==> config.mk <==
export PLATFORM = sky130hd
export DESIGN_NAME = sie_top
export DESIGN_NICKNAME = d
export VERILOG_FILES = /design/src/sie_top.sv /design/src/sie_blink.sv
export SDC_FILE = /design/constraint.sdc
export NUM_CORES = 1
export LEC_CHECK = 0
export BUFFER_PORTS_ARGS = -buffer_cell sky130_fd_sc_hd__buf_2
export CORE_MARGIN = 1
export CORE_UTILIZATION = 51
export CTS_CLUSTER_DIAMETER = 80
export CTS_CLUSTER_SIZE = 40
export DETAILED_ROUTE_END_ITERATION = 8
export HOLD_SLACK_MARGIN = 0.03
export PLACE_DENSITY_LB_ADDON = 0.2
export SLEW_MARGIN = 25
export SYNTH_ARGS = -nofsm -noshare
export SYNTH_HDL_FRONTEND = slang
export SYNTH_SLANG_ARGS = --single-unit
==> constraint.sdc <==
create_clock -name pclk -period 2.86 [get_ports pclk]
set_clock_uncertainty 0.05 [all_clocks]
set_input_delay 0.143 -clock pclk [delete_from_list [all_inputs] [get_ports pclk]]
set_output_delay 0.143 -clock pclk [all_outputs]
set_load 0.1 [all_outputs]
==> src/sie_top.sv <==
/*
  Status indicator encoder: constants package and top module mapping scanner
  flags to indicator colours, with an APB register slave.
  Assumes status inputs and the APB master synchronous to pclk.
*/
// The placing of the registers and the APB slave port were left to the implementer.
// Overview of operation
// - LED 2 dark if interlock off/released, yellow flash if occupied, yellow if unlockable.
// - Four-field mode: LED 4 blue while warning field 3 is hit, else dark.
// - Four-field mode: LED 5 flashes yellow while warning field 2 is hit.
// - Power LED red on self-test or internal comm error, green flash on identify.
// - Power LED green when on and healthy, dark when off.
// - Protocol LED dark off, green flash passive/identify, green active, red on faults.
// - Network LED dark inactive, green flash init/identify, green on data exchange.
// - Network LED orange flash topology, red flash config/data fail, red bus error.
// - Port LEDs dark without link, green idle, green/orange alternating on traffic.
`timescale 1ns/10ps
`default_nettype none

package sie_pkg;
  typedef enum logic [2:0] {
    SIE_OFF, SIE_RED, SIE_GREEN, SIE_BLUE, SIE_YELLOW, SIE_ORANGE
  } sie_colour_e;
  localparam int CLK_HZ = 20_000_000;
  localparam int BLINK_HALF_MS = 250;
  localparam int BLINK_HALF_CYC = CLK_HZ / 1000 * BLINK_HALF_MS;
  localparam int BLK_W = 24;
  // Register byte offsets
  localparam logic [7:0] OFS_BLINK = 8'h00;
  localparam logic [7:0] OFS_LED_A = 8'h04;
  localparam logic [7:0] OFS_LED_B = 8'h08;
  localparam logic [7:0] OFS_INT_STAT = 8'h0C;
  localparam logic [7:0] OFS_INT_MASK = 8'h10;
  // Interrupt bit positions
  localparam int INT_W = 5;
  localparam int EV_ERROR = 0;
  localparam int EV_SAFE_OFF = 1;
  localparam int EV_BUS_ERR = 2;
  localparam int EV_SP_ERR = 3;
  localparam int EV_LINK_DOWN = 4;
  localparam logic [INT_W-1:0] INT_MASK_RST = 5'h00;
  localparam int COL_W = 3;
endpackage

module sie_top #(
  parameter int BLINK_HALF_CYC = sie_pkg::BLINK_HALF_CYC
) (
  // Clock and reset
  input wire logic pclk,
  input wire logic presetn,
  // APB slave
  input wire logic psel,
  input wire logic penable,
  input wire logic pwrite,
  input wire logic [7:0] paddr,
  input wire logic [31:0] pwdata,
  output logic [31:0] prdata,
  output logic pready,
  output logic pslverr,
  output logic irq,
  // Safety and interlock status
  input wire logic power_on,
  input wire logic scanner_error,
  input wire logic safety_output_switch_on,
  input wire logic restart_interlock_enabled,
  input wire logic restart_interlock_released,
  input wire logic prot_field_occupied,
  input wire logic linked_sensor_enabled,
  // Warning fields
  input wire logic four_field_mode,
  input wire logic warn_field1_hit,
  input wire logic warn_field2_hit,
  input wire logic warn_field3_hit,
  // Health and identify
  input wire logic self_test_error,
  input wire logic internal_comm_error,
  input wire logic identify_blink,
  // Safety protocol layer
  input wire logic sp_initialised,
  input wire logic sp_passive,
  input wire logic sp_active,
  input wire logic sp_config_fail,
  input wire logic sp_comm_error,
  // Fieldbus layer
  input wire logic net_initialising,
  input wire logic net_data_exchange,
  input wire logic net_topology_error,
  input wire logic net_config_fail,
  input wire logic net_no_data,
  input wire logic net_invalid_data,
  input wire logic net_bus_error,
  // Ethernet ports
  input wire logic port1_link,
  input wire logic port1_activity,
  input wire logic port2_link,
  input wire logic port2_activity,
  // Indicators 1 to 11
  output sie_pkg::sie_colour_e safety_output_switch_led,
  output sie_pkg::sie_colour_e restart_interlock_led,
  output sie_pkg::sie_colour_e warn_field_led,
  output sie_pkg::sie_colour_e warn_field3_led,
  output sie_pkg::sie_colour_e warn_field2_led,
  output sie_pkg::sie_colour_e spare_led,
  output sie_pkg::sie_colour_e power_health_indicator,
  output sie_pkg::sie_colour_e safety_protocol_indicator,
  output sie_pkg::sie_colour_e network_indicator,
  output sie_pkg::sie_colour_e port_one_link_indicator,
  output sie_pkg::sie_colour_e port_two_link_indicator
);

  localparam int BW = sie_pkg::BLK_W;
  localparam int IW = sie_pkg::INT_W;
  localparam int CW = sie_pkg::COL_W;

  initial begin
    if (BLINK_HALF_CYC < 1 || BLINK_HALF_CYC >= (1 << BW)) begin
      $error("sie_top: BLINK_HALF_CYC does not fit the divider");
    end
  end

  function automatic sie_pkg::sie_colour_e flash(sie_pkg::sie_colour_e col, logic on);
    return on ? col : sie_pkg::SIE_OFF;
  endfunction

  function automatic sie_pkg::sie_colour_e port_led(logic link, logic act, logic on);
    if (!link) begin
      return sie_pkg::SIE_OFF;
    end else if (act) begin
      return on ? sie_pkg::SIE_GREEN : sie_pkg::SIE_ORANGE;
    end
    return sie_pkg::SIE_GREEN;
  endfunction

  logic blink_on;
  logic [BW-1:0] blink_half_r;
  logic [IW-1:0] int_stat_r;
  logic [IW-1:0] int_mask_r;
  logic [IW-1:0] events;
  logic [IW-1:0] rd_clr_r;
  logic [31:0] prdata_r;
  logic pslverr_r;
  logic err_prev_r;
  logic safe_prev_r;
  logic bus_prev_r;
  logic sp_prev_r;
  logic link_prev_r;
  logic setup;
  logic access;
  logic mapped;
  sie_pkg::sie_colour_e l1_r, l2_r, l3_r, l4_r, l5_r, l6_r, l7_r, l8_r, l9_r, l10_r, l11_r;
  sie_pkg::sie_colour_e l1_nxt, l2_nxt, l3_nxt, l4_nxt, l5_nxt, l7_nxt, l8_nxt, l9_nxt;

  sie_blink #(
    .CNT_W(BW)
  ) u_blink (
    .pclk(pclk),
    .presetn(presetn),
    .half_period(blink_half_r),
    .phase(blink_on)
  );

  // Indicator encoding
  always_comb begin
    if (!power_on) begin
      l1_nxt = sie_pkg::SIE_OFF;
    end else if (scanner_error) begin
      l1_nxt = flash(sie_pkg::SIE_RED, blink_on);
    end else if (safety_output_switch_on) begin
      l1_nxt = sie_pkg::SIE_GREEN;
    end else begin
      l1_nxt = sie_pkg::SIE_RED;
    end
    if (!power_on || !restart_interlock_enabled || restart_interlock_released) begin
      l2_nxt = sie_pkg::SIE_OFF;
    end else if (prot_field_occupied) begin
      l2_nxt = flash(sie_pkg::SIE_YELLOW, blink_on);
    end else if (linked_sensor_enabled) begin
      l2_nxt = sie_pkg::SIE_YELLOW;
    end else begin
      l2_nxt = sie_pkg::SIE_OFF;
    end
    l3_nxt = (power_on && warn_field1_hit) ? sie_pkg::SIE_BLUE : sie_pkg::SIE_OFF;
    l4_nxt = (power_on && four_field_mode && warn_field3_hit) ?
             sie_pkg::SIE_BLUE : sie_pkg::SIE_OFF;
    l5_nxt = (power_on && four_field_mode && warn_field2_hit) ?
             flash(sie_pkg::SIE_YELLOW, blink_on) : sie_pkg::SIE_OFF;
    if (!power_on) begin
      l7_nxt = sie_pkg::SIE_OFF;
    end else if (self_test_error || internal_comm_error) begin
      l7_nxt = sie_pkg::SIE_RED;
    end else if (identify_blink) begin
      l7_nxt = flash(sie_pkg::SIE_GREEN, blink_on);
    end else begin
      l7_nxt = sie_pkg::SIE_GREEN;
    end
    if (!power_on) begin
      l8_nxt = sie_pkg::SIE_OFF;
    end else if (sp_comm_error) begin
      l8_nxt = sie_pkg::SIE_RED;
    end else if (sp_config_fail) begin
      l8_nxt = flash(sie_pkg::SIE_RED, blink_on);
    end else if (identify_blink || (sp_initialised && sp_passive)) begin
      l8_nxt = flash(sie_pkg::SIE_GREEN, blink_on);
    end else if (sp_initialised && sp_active) begin
      l8_nxt = sie_pkg::SIE_GREEN;
    end else begin
      l8_nxt = sie_pkg::SIE_OFF;
    end
    if (!power_on) begin
      l9_nxt = sie_pkg::SIE_OFF;
    end else if (net_bus_error) begin
      l9_nxt = sie_pkg::SIE_RED;
    end else if (net_config_fail || net_no_data || net_invalid_data) begin
      l9_nxt = flash(sie_pkg::SIE_RED, blink_on);
    end else if (net_topology_error) begin
      l9_nxt = flash(sie_pkg::SIE_ORANGE, blink_on);
    end else if (net_initialising || identify_blink) begin
      l9_nxt = flash(sie_pkg::SIE_GREEN, blink_on);
    end else if (net_data_exchange) begin
      l9_nxt = sie_pkg::SIE_GREEN;
    end else begin
      l9_nxt = sie_pkg::SIE_OFF;
    end
  end

  always_ff @(posedge pclk or negedge presetn) begin
    if (!presetn) begin
      l1_r <= sie_pkg::SIE_OFF;
      l2_r <= sie_pkg::SIE_OFF;
      l3_r <= sie_pkg::SIE_OFF;
      l4_r <= sie_pkg::SIE_OFF;
      l5_r <= sie_pkg::SIE_OFF;
      l6_r <= sie_pkg::SIE_OFF;
      l7_r <= sie_pkg::SIE_OFF;
      l8_r <= sie_pkg::SIE_OFF;
      l9_r <= sie_pkg::SIE_OFF;
      l10_r <= sie_pkg::SIE_OFF;
      l11_r <= sie_pkg::SIE_OFF;
    end else begin
      l1_r <= l1_nxt;
      l2_r <= l2_nxt;
      l3_r <= l3_nxt;
      l4_r <= l4_nxt;
      l5_r <= l5_nxt;
      l6_r <= sie_pkg::SIE_OFF;
      l7_r <= l7_nxt;
      l8_r <= l8_nxt;
      l9_r <= l9_nxt;
      l10_r <= port_led(port1_link && power_on, port1_activity, blink_on);
      l11_r <= port_led(port2_link && power_on, port2_activity, blink_on);
    end
  end

  assign safety_output_switch_led = l1_r;
  assign restart_interlock_led = l2_r;
  assign warn_field_led = l3_r;
  assign warn_field3_led = l4_r;
  assign warn_field2_led = l5_r;
  assign spare_led = l6_r;
  assign power_health_indicator = l7_r;
  assign safety_protocol_indicator = l8_r;
  assign network_indicator = l9_r;
  assign port_one_link_indicator = l10_r;
  assign port_two_link_indicator = l11_r;

  // Event edge detection
  always_ff @(posedge pclk or negedge presetn) begin
    if (!presetn) begin
      err_prev_r <= 1'b0;
      safe_prev_r <= 1'b0;
      bus_prev_r <= 1'b0;
      sp_prev_r <= 1'b0;
      link_prev_r <= 1'b0;
    end else begin
      err_prev_r <= scanner_error;
      safe_prev_r <= safety_output_switch_on;
      bus_prev_r <= net_bus_error;
      sp_prev_r <= sp_comm_error;
      link_prev_r <= port1_link && port2_link;
    end
  end

  always_comb begin
    events = '0;
    events[sie_pkg::EV_ERROR] = scanner_error && !err_prev_r;
    events[sie_pkg::EV_SAFE_OFF] = safe_prev_r && !safety_output_switch_on;
    events[sie_pkg::EV_BUS_ERR] = net_bus_error && !bus_prev_r;
    events[sie_pkg::EV_SP_ERR] = sp_comm_error && !sp_prev_r;
    events[sie_pkg::EV_LINK_DOWN] = link_prev_r && !(port1_link && port2_link);
  end

  // APB slave: data captured in setup, zero-wait access
  assign setup = psel && !penable;
  assign access = psel && penable;
  assign mapped = (paddr == sie_pkg::OFS_BLINK) || (paddr == sie_pkg::OFS_LED_A) ||
                  (paddr == sie_pkg::OFS_LED_B) || (paddr == sie_pkg::OFS_INT_STAT) ||
                  (paddr == sie_pkg::OFS_INT_MASK);
  assign pready = 1'b1;
  assign prdata = prdata_r;
  assign pslverr = pslverr_r && access;

  always_ff @(posedge pclk or negedge presetn) begin
    if (!presetn) begin
      prdata_r <= 32'h0000_0000;
      pslverr_r <= 1'b0;
      rd_clr_r <= '0;
    end else if (setup) begin
      pslverr_r <= !mapped;
      rd_clr_r <= '0;
      prdata_r <= 32'h0000_0000;
      if (!pwrite) begin
        case (paddr)
          sie_pkg::OFS_BLINK: prdata_r <= {{(32-BW){1'b0}}, blink_half_r};
          sie_pkg::OFS_LED_A: prdata_r <= {14'h0000, l6_r, l5_r, l4_r, l3_r, l2_r, l1_r};
          sie_pkg::OFS_LED_B: prdata_r <= {17'h00000, l11_r, l10_r, l9_r, l8_r, l7_r};
          sie_pkg::OFS_INT_STAT: begin
            prdata_r <= {{(32-IW){1'b0}}, int_stat_r};
            rd_clr_r <= int_stat_r;
          end
          sie_pkg::OFS_INT_MASK: prdata_r <= {{(32-IW){1'b0}}, int_mask_r};
          default: prdata_r <= 32'h0000_0000;
        endcase
      end
    end
  end

  always_ff @(posedge pclk or negedge presetn) begin
    if (!presetn) begin
      blink_half_r <= BW'(BLINK_HALF_CYC);
    end else if (access && pwrite && paddr == sie_pkg::OFS_BLINK) begin
      blink_half_r <= pwdata[BW-1:0];
    end
  end

  always_ff @(posedge pclk or negedge presetn) begin
    if (!presetn) begin
      int_mask_r <= sie_pkg::INT_MASK_RST;
    end else if (access && pwrite && paddr == sie_pkg::OFS_INT_MASK) begin
      int_mask_r <= pwdata[IW-1:0];
    end
  end

  // Read clears only bits that were returned; new events win
  always_ff @(posedge pclk or negedge presetn) begin
    if (!presetn) begin
      int_stat_r <= '0;
    end else if (access && !pwrite && paddr == sie_pkg::OFS_INT_STAT) begin
      int_stat_r <= (int_stat_r & ~rd_clr_r) | events;
    end else begin
      int_stat_r <= int_stat_r | events;
    end
  end

  assign irq = |(int_stat_r & int_mask_r);

  a_led1_dark: assert property (@(posedge pclk) disable iff (!presetn)
    !power_on |=> safety_output_switch_led == sie_pkg::SIE_OFF)
    else $error("indicator 1 lit while device off");
  a_led1_green: assert property (@(posedge pclk) disable iff (!presetn)
    power_on && !scanner_error && safety_output_switch_on
    |=> safety_output_switch_led == sie_pkg::SIE_GREEN)
    else $error("indicator 1 not green");
  a_led2_flash: assert property (@(posedge pclk) disable iff (!presetn)
    power_on && restart_interlock_enabled && !restart_interlock_released &&
    prot_field_occupied && blink_on |=> restart_interlock_led == sie_pkg::SIE_YELLOW)
    else $error("indicator 2 not yellow");
  a_led4_blue: assert property (@(posedge pclk) disable iff (!presetn)
    power_on && four_field_mode && warn_field3_hit
    |=> warn_field3_led == sie_pkg::SIE_BLUE)
    else $error("indicator 4 not blue");
  a_led5_flash: assert property (@(posedge pclk) disable iff (!presetn)
    power_on && four_field_mode && warn_field2_hit && !blink_on
    |=> warn_field2_led == sie_pkg::SIE_OFF)
    else $error("indicator 5 lit when dark");
  a_pwr_red: assert property (@(posedge pclk) disable iff (!presetn)
    power_on && self_test_error |=> power_health_indicator == sie_pkg::SIE_RED)
    else $error("power LED not red");
  a_pwr_green: assert property (@(posedge pclk) disable iff (!presetn)
    power_on && !self_test_error && !internal_comm_error && !identify_blink
    |=> power_health_indicator == sie_pkg::SIE_GREEN)
    else $error("power LED not green");
  a_sp_red: assert property (@(posedge pclk) disable iff (!presetn)
    power_on && sp_comm_error |=> safety_protocol_indicator == sie_pkg::SIE_RED)
    else $error("protocol LED not red");
  a_net_green: assert property (@(posedge pclk) disable iff (!presetn)
    power_on && net_data_exchange && !net_bus_error && !net_config_fail && !net_no_data &&
    !net_invalid_data && !net_topology_error && !net_initialising && !identify_blink
    |=> network_indicator == sie_pkg::SIE_GREEN)
    else $error("network LED not green");
  a_net_orange: assert property (@(posedge pclk) disable iff (!presetn)
    power_on && net_topology_error && !net_bus_error && !net_config_fail && !net_no_data &&
    !net_invalid_data && blink_on |=> network_indicator == sie_pkg::SIE_ORANGE)
    else $error("network LED not orange");
  a_port_alt: assert property (@(posedge pclk) disable iff (!presetn)
    power_on && port1_link && port1_activity && !blink_on
    |=> port_one_link_indicator == sie_pkg::SIE_ORANGE)
    else $error("port LED not orange");
  a_int_sticky: assert property (@(posedge pclk) disable iff (!presetn)
    events[sie_pkg::EV_ERROR] |=> int_stat_r[sie_pkg::EV_ERROR])
    else $error("error event not latched");

  c_port_traffic: cover property (@(posedge pclk) disable iff (!presetn)
    port_one_link_indicator == sie_pkg::SIE_ORANGE);
  c_net_exchange: cover property (@(posedge pclk) disable iff (!presetn)
    network_indicator == sie_pkg::SIE_GREEN);
  c_unlockable: cover property (@(posedge pclk) disable iff (!presetn)
    restart_interlock_led == sie_pkg::SIE_YELLOW [*2]);
  c_irq: cover property (@(posedge pclk) disable iff (!presetn) $rose(irq));

endmodule

`default_nettype wire

==> src/sie_blink.sv <==
/*
  Shared blink divider: half-period down-counter toggling a phase bit.
  Assumes one clock, async active-low reset and a quasi-static half period.
*/
`timescale 1ns/10ps
`default_nettype none

module sie_blink #(
  parameter int CNT_W = 24
) (
  // Clock and reset
  input wire logic pclk,
  input wire logic presetn,
  // Configuration
  input wire logic [CNT_W-1:0] half_period,
  // Phase out
  output logic phase
);

  logic [CNT_W-1:0] cnt_r;
  logic phase_r;

  initial begin
    if (CNT_W < 2 || CNT_W > 31) begin
      $error("sie_blink: CNT_W out of range");
    end
  end

  // Zero half period behaves as one cycle
  always_ff @(posedge pclk or negedge presetn) begin
    if (!presetn) begin
      cnt_r <= '0;
    end else if (cnt_r == '0) begin
      cnt_r <= (half_period == '0) ? '0 : half_period - CNT_W'(1);
    end else begin
      cnt_r <= cnt_r - CNT_W'(1);
    end
  end

  always_ff @(posedge pclk or negedge presetn) begin
    if (!presetn) begin
      phase_r <= 1'b0;
    end else if (cnt_r == '0) begin
      phase_r <= ~phase_r;
    end
  end

  assign phase = phase_r;

  a_blink_hold: assert property (@(posedge pclk) disable iff (!presetn)
    (cnt_r != '0) |=> $stable(phase_r))
    else $error("blink phase changed early");
  a_blink_toggle: assert property (@(posedge pclk) disable iff (!presetn)
    (cnt_r == '0) |=> (phase_r != $past(phase_r)))
    else $error("blink phase did not toggle");

endmodule

`default_nettype wire

==> flow_summary.ini, run 1 <==
[clock_tree]
clk_pin_slew_ns = 0.09
cts_tree = built
clock-sinks = 111
cts_root_buffer = clkbuf_8
postCtsSetupBuffers = 0
cts-buffers-inserted = 9
h-tree-depth = 3
clockBufferDepth = 2
clk_latency_ns = 0.37

[floorplanning]
coreArea_um2 = 10800
die_h_um = 108
ios = 143
fp.dieArea_um2 = 11600
die_w_um = 108
start_util_pct = 52.4
placementRows = 38

[route]
num_vias = 4648
drt_wl_total_um = 13900
first_iter_violations = 226
final_antenna_net_count = 0
first_pass_iters = 4
drc = 0
wl_per_cell_um = 16.6
via_per_inst = 5.53

[critical_path]
slowest_stage = or4_4
cp.arrival_ns = 2.81
endpoint_kind = flop
cpPeakStageDelay_ns = 0.54
start_kind = flop
crit_start = u_blink.cnt_r[17]
path_max_fanout = 8
required_ns = 3.10
worstPathCellList = or4_4, or3_4, nor4_1, o41ai_2, buf_4, o21ai_0
ff2ff_setup_slack_ns = 0.29
r2r_cells = 6
worst-setup-path-type = flop to flop
r2r-start = u_blink.cnt_r[17]

[sta]
min_period_over_period_pct = 89.7
max_slew.worst_pin.slew_ns = 0.781
fmax_mhz = 390
rsz0062_at_grt = false
slew_viol_final = 0
setup-tns-final_ns = 0
maxSlewHeadroom_pct = 47.4
hold_viol = 0
setup_violations = 0
fin_crit_ns = 2.57

[place]
dp_hpwl_um = 10100
gp_congestion = 0.840
io_buffers = 113
placed_area_um2 = 6300

[global_routing]
track_usage_pct = 25.9
grt_pass1_vias = 4689
grt_pass1_wl_um = 23000
met3_usage_pct = 5.39
met2_usage_pct = 44.9
antenna_found_initial = 0
met1_usage_pct = 32.5
top_usage_layer = met2
grt_overflow = 0
grt_max_degree = 75

[logic_synthesis]
synth_seq_cells = 111
ys_dominant_reg_cell = dfrtp_1
synth_area_leader_cell = dfrtp_1
syn_avg_cell_area_um2 = 10.5
synth_edf_count = 0
yosys_warnings = 0
synthMostInstantiatedCell = dfrtp_1
synth_top_area_share_pct = 45.4
synth-async-reset-ratio_pct = 100
synth_commonest_cells = dfrtp_1 (103), nand2_1 (43), nor2_1 (31)
yosysSeqAreaShare_pct = 49.1
ys_types = 58
synthCells = 539
synth_area_leaders = dfrtp_1 (45%), mux2_2 (5.5%), xnor2_1 (3.9%), dfstp_2 (3.7%), a22o_1 (3.7%)
syn-cell-area_um2 = 5680

[power]
p_int_uw = 2550
power.share.switching_pct = 35.9
power.switching_uw = 1430
clockPowerShare_pct = 21.9
p_comb_share_pct = 28.6
ir_drop_uv = 348
p_leak_uw = 0.00334
power_density_nw_per_um2 = 570
power.share.sequential_pct = 49.5

[worst_hold_path]
hold_start = sp_passive
hp-class = input port to flop
holdPathStages = 4

[run]
drv_cap = 0

[finish]
syn2layout_area_growth_pct = 23.1
antenna_cells = 0
nNetsFinal = 774
fin_area_um2 = 6990
drive_gt1_share_pct = 27.5
n_fill_cell = 893

[outcome]
outcome = complete, no violations
[power groups by stage]
stage / Sequential (uW) / Combinational, uW / Clock (uW)
2_1_floorplan: 2070 / 760 / 0
3_3_place_gp: 1990 / 1060 / 0
3_5_place_dp: 2000 / 1080 / 0
4_1_cts: 1970 / 1140 / 891
5_1_grt: 2010 / 1250 / 951
6_report: 1970 / 1140 / 871
[what timing repair did]
action                    4_1_cts  5_1_grt
hold buffers                   52        0
gates resized for setup         0        0
hold endpoints to repair       88        0
[sequential cells by signal, indices dropped and copies added (netlist names), 3 cells and up]
| signal | count |
|---|---|
| int_stat_r | 5 |
| blink_half_r | 24 |
| network_indicator | 3 |
| u_blink.cnt_r | 24 |
| int_mask_r | 5 |
| rd_clr_r | 5 |
| prdata | 24 |
[metrics by stage]
step           util, %  std cells  hold WS, ns  power, uW  setup slack (ns)
2_1_floorplan        -        558       -0.203       2830             0.676
3_3_place_gp      58.1        773       0.0947       3050             0.413
3_5_place_dp      58.1        773       0.0975       3080             0.391
4_1_cts           64.5        841       0.0345       4000             0.331
5_1_grt           64.5        841       0.0615       4200             0.108
6_report          64.5        841       0.0653       3980             0.294
[cell type report]
cell class	instances	area, um^2	area share, %
Timing Repair Buffer	178	1200	17.1
Inverter	12	45.0	0.644
Multi-Input combinational cell	384	2610	37.3
Tap cell	140	175	2.50
Sequential cell	111	2790	39.9
Clock buffer	14	163	2.33
Clock inverter	2	13.8	0.197
[metal layers]
layer	up-vias	wire length, um
li1	2211	-
met1	2281	6020
met2	139	7040
met3	17	674
met4	0	214
met5	-	0
[critical path: cells and delay by family, from the launching register on]
kind	cells	cell delay, ns
buf+inv	1	0.23
compound gates	2	0.43
flops	1	0.43
simple gates	3	1.34
[final timing paths]
check | end
min in group asynchronous | u_blink.cnt_r[6]
max reg2reg | u_blink.cnt_r[10]
min | safety_protocol_indicator[1]
max in group asynchronous | blink_half_r[14]
min reg2reg | int_stat_r[4]
max | u_blink.cnt_r[10]
[cell usage in the layout, fill, tap and decap left out, types with 21 or more instances in the layout]
cell type and n:
a22o_1 24, conb_1 21, nor3_1 23, xnor2_1 25, buf_2 112, dlygate4sd3_1 52, nand2_1 43, nor2_1 31
o21ai_0 26, mux2_2 28, dfrtp_1 103
[kinds of logic (layout without fill, tap and decap cells)]
family                     Yosys count  after routing  synth area share, %
AOI/OAI and AO/OA                  103            103                 12.4
xor gates and xnor gates            33             33                 5.09
adders and majority gates            3              3                0.661
buffers and inverters               63            206                 6.41
DFF                                111            111                 49.1
muxes                               47             47                 8.89
other                                2             21                0.132
and+or+nand+nor                    177            177                 17.4
(Power assumes the default switching activity.)
==> inputs of run 2 (changes only) <==
--- a/config.mk
+++ b/config.mk
@@ -9,10 +9,10 @@
 export CORE_MARGIN = 1
 export CORE_UTILIZATION = 51
 export CTS_CLUSTER_DIAMETER = 80
-export CTS_CLUSTER_SIZE = 40
 export DETAILED_ROUTE_END_ITERATION = 8
 export HOLD_SLACK_MARGIN = 0.03
 export PLACE_DENSITY_LB_ADDON = 0.2
+export RECOVER_POWER = 100
 export SLEW_MARGIN = 25
 export SYNTH_ARGS = -nofsm -noshare
 export SYNTH_HDL_FRONTEND = slang
==> run 2 against run 1 <==
The run now ends with max-capacitance violations, max-slew violations left. Global-route usage unchanged. Power decreased by 0.50%. Wire length increased by 0.41%. Critical path depth decreased by 1. Die area unchanged. Sequential power about the same. Worst hold slack about the same. Cell count unchanged. Register-to-register slack improved by 0.02 ns. Utilization decreased by 1.1 points.
==> flow_summary.ini, run 2 (synthesized netlist as in run 1, its figures left out) <==
[outcome]
outcome = finished with violations
violations = max-capacitance violations, max-slew violations

[clock_tree]
h-tree-depth = 3
clockBufferDepth = 2
cts-buffers-inserted = 9
clock-sinks = 111
clk_latency_ns = 0.37
clk_pin_slew_ns = 0.09
cts_tree = built
cts_root_buffer = clkbuf_8
postCtsSetupBuffers = 0

[route]
wl_per_cell_um = 16.6
via_per_inst = 5.53
first_iter_violations = 221
final_antenna_net_count = 0
drc = 0
first_pass_iters = 4
num_vias = 4650
drt_wl_total_um = 14000

[critical_path]
rr_endpoint = u_blink.cnt_r[17]
ff2ff_setup_slack_ns = 0.31
crit_family = simple AND/OR/NAND/NOR gates
r2r-start = u_blink.cnt_r[17]
required_ns = 3.11
path_depth = 5
r2r_cells = 6
path_max_fanout = 9
endpoint_kind = flop
slowest_stage = nor3_1
worst-path-buf-inv = 2
worstPathCellList = dlygate4sd3_1, clkbuf_1, or4_1, nor3_1, a22o_1
start_kind = input port
cp.arrival_ns = 2.85
worst-setup-path-type = input port to flop
cpPeakStageDelay_ns = 1.07

[sta]
min_period_over_period_pct = 90.7
fmax_mhz = 385
rsz0062_at_grt = false
slew_viol_final = 38
maxSlewHeadroom_pct = -44.1
setup-tns-final_ns = 0
max_slew.worst_pin.slew_ns = 2.16
setup_violations = 0
hold_viol = 0
fin_crit_ns = 2.59

[power]
ir_drop_uv = 346
p_leak_uw = 0.00310
finalPower_uw = 3960
power_density_nw_per_um2 = 577

[global_routing]
antenna_found_initial = 0
grt_max_degree = 75
grt_pass1_vias = 4689
grt_pass1_wl_um = 23000
grt_overflow = 0
track_usage_pct = 25.9

[floorplanning]
placementRows = 38
fp.dieArea_um2 = 11600
ios = 143
start_util_pct = 52.4
die_w_um = 108
die_h_um = 108
coreArea_um2 = 10800

[worst_hold_path]
hold_start = sp_passive
holdPathEnd = safety_protocol_indicator[1]
holdPathStages = 4
hp-class = input port to flop

[finish]
antenna_cells = 0
syn2layout_area_growth_pct = 21.0
final_cell_mix = dfrtp_1 (103), clkbuf_1 (59), buf_2 (59)
n_fill_cell = 932
final_common_cell = dfrtp_1
nNetsFinal = 774
drive_gt1_share_pct = 18.7

[run]
drv_cap = 1

[place]
dp_hpwl_um = 10100
gp_congestion = 0.840
io_buffers = 113
-- run 2: per-layer routing --
metal	vias to the layer above	global-route usage [%]	part of all wire, %	wire (um)
met2	137	44.9	51	7080
met5	-	0	0	0
li1	2211	-	-	-
met1	2285	32.5	43	5970
met4	0	7.63	1.5	214
met3	17	5.39	5.3	741
-- run 2: power by group --
group / switching [uW] / internal, uW / total (uW)
Sequential: 211 / 1760 / 1970
Clock: 505 / 369 / 873
Combinational: 705 / 413 / 1120
-- run 2: how the worst max path moves through the flow --
stage / start / endpoint / slack, ns
after floorplan: u_blink.cnt_r[17] / u_blink.cnt_r[15] / 0.68
after detailed placement: u_blink.cnt_r[17] / u_blink.cnt_r[11] / 0.39
after CTS: u_blink.cnt_r[17] / u_blink.cnt_r[11] / 0.33
final: pwrite / prdata[16] / 0.27
after global routing: blink_half_r[13] / u_blink.cnt_r[17] / 0.11
after global placement: u_blink.cnt_r[17] / u_blink.cnt_r[10] / 0.41
-- run 2: per-stage QoR --
stage / hold WS [ns] / instances / setup WS [ns] / cell area [um^2] / utilization [%]
finish: 0.0655 / 841 / 0.266 / 6870 / 63.4
global route: 0.0617 / 841 / 0.109 / 6870 / 63.4
CTS: 0.0345 / 841 / 0.331 / 6990 / 64.5
detailed placement: 0.0975 / 773 / 0.391 / 6300 / 58.1
global placement: 0.0947 / 773 / 0.413 / 6300 / 58.1
floorplan: -0.203 / 558 / 0.676 / 5750 / -
-- run 2: worst register-to-register path, delay by kind of cell, from the launching register on --
kind	cells	cell delay [ns]
flops	1	0.43
buf+inv	1	0.23
compound gates	2	0.44
simple gates	3	1.32
-- run 2: timing repair --
| action | 4_1_cts | 5_1_grt |
|---|---|---|
| hold endpoints to repair | 88 | 0 |
| gates resized for setup | 0 | 0 |
| hold buffers | 52 | 0 |
-- run 2: cell type report --
type	count	area (um^2)	area share (%)
clock buffer	14	163	2.37
multi-input combinational	384	2570	37.4
sequential	111	2790	40.6
clock inverter	2	13.8	0.200
tap	140	175	2.55
inverter	12	45.0	0.655
timing repair buffer	178	1120	16.3
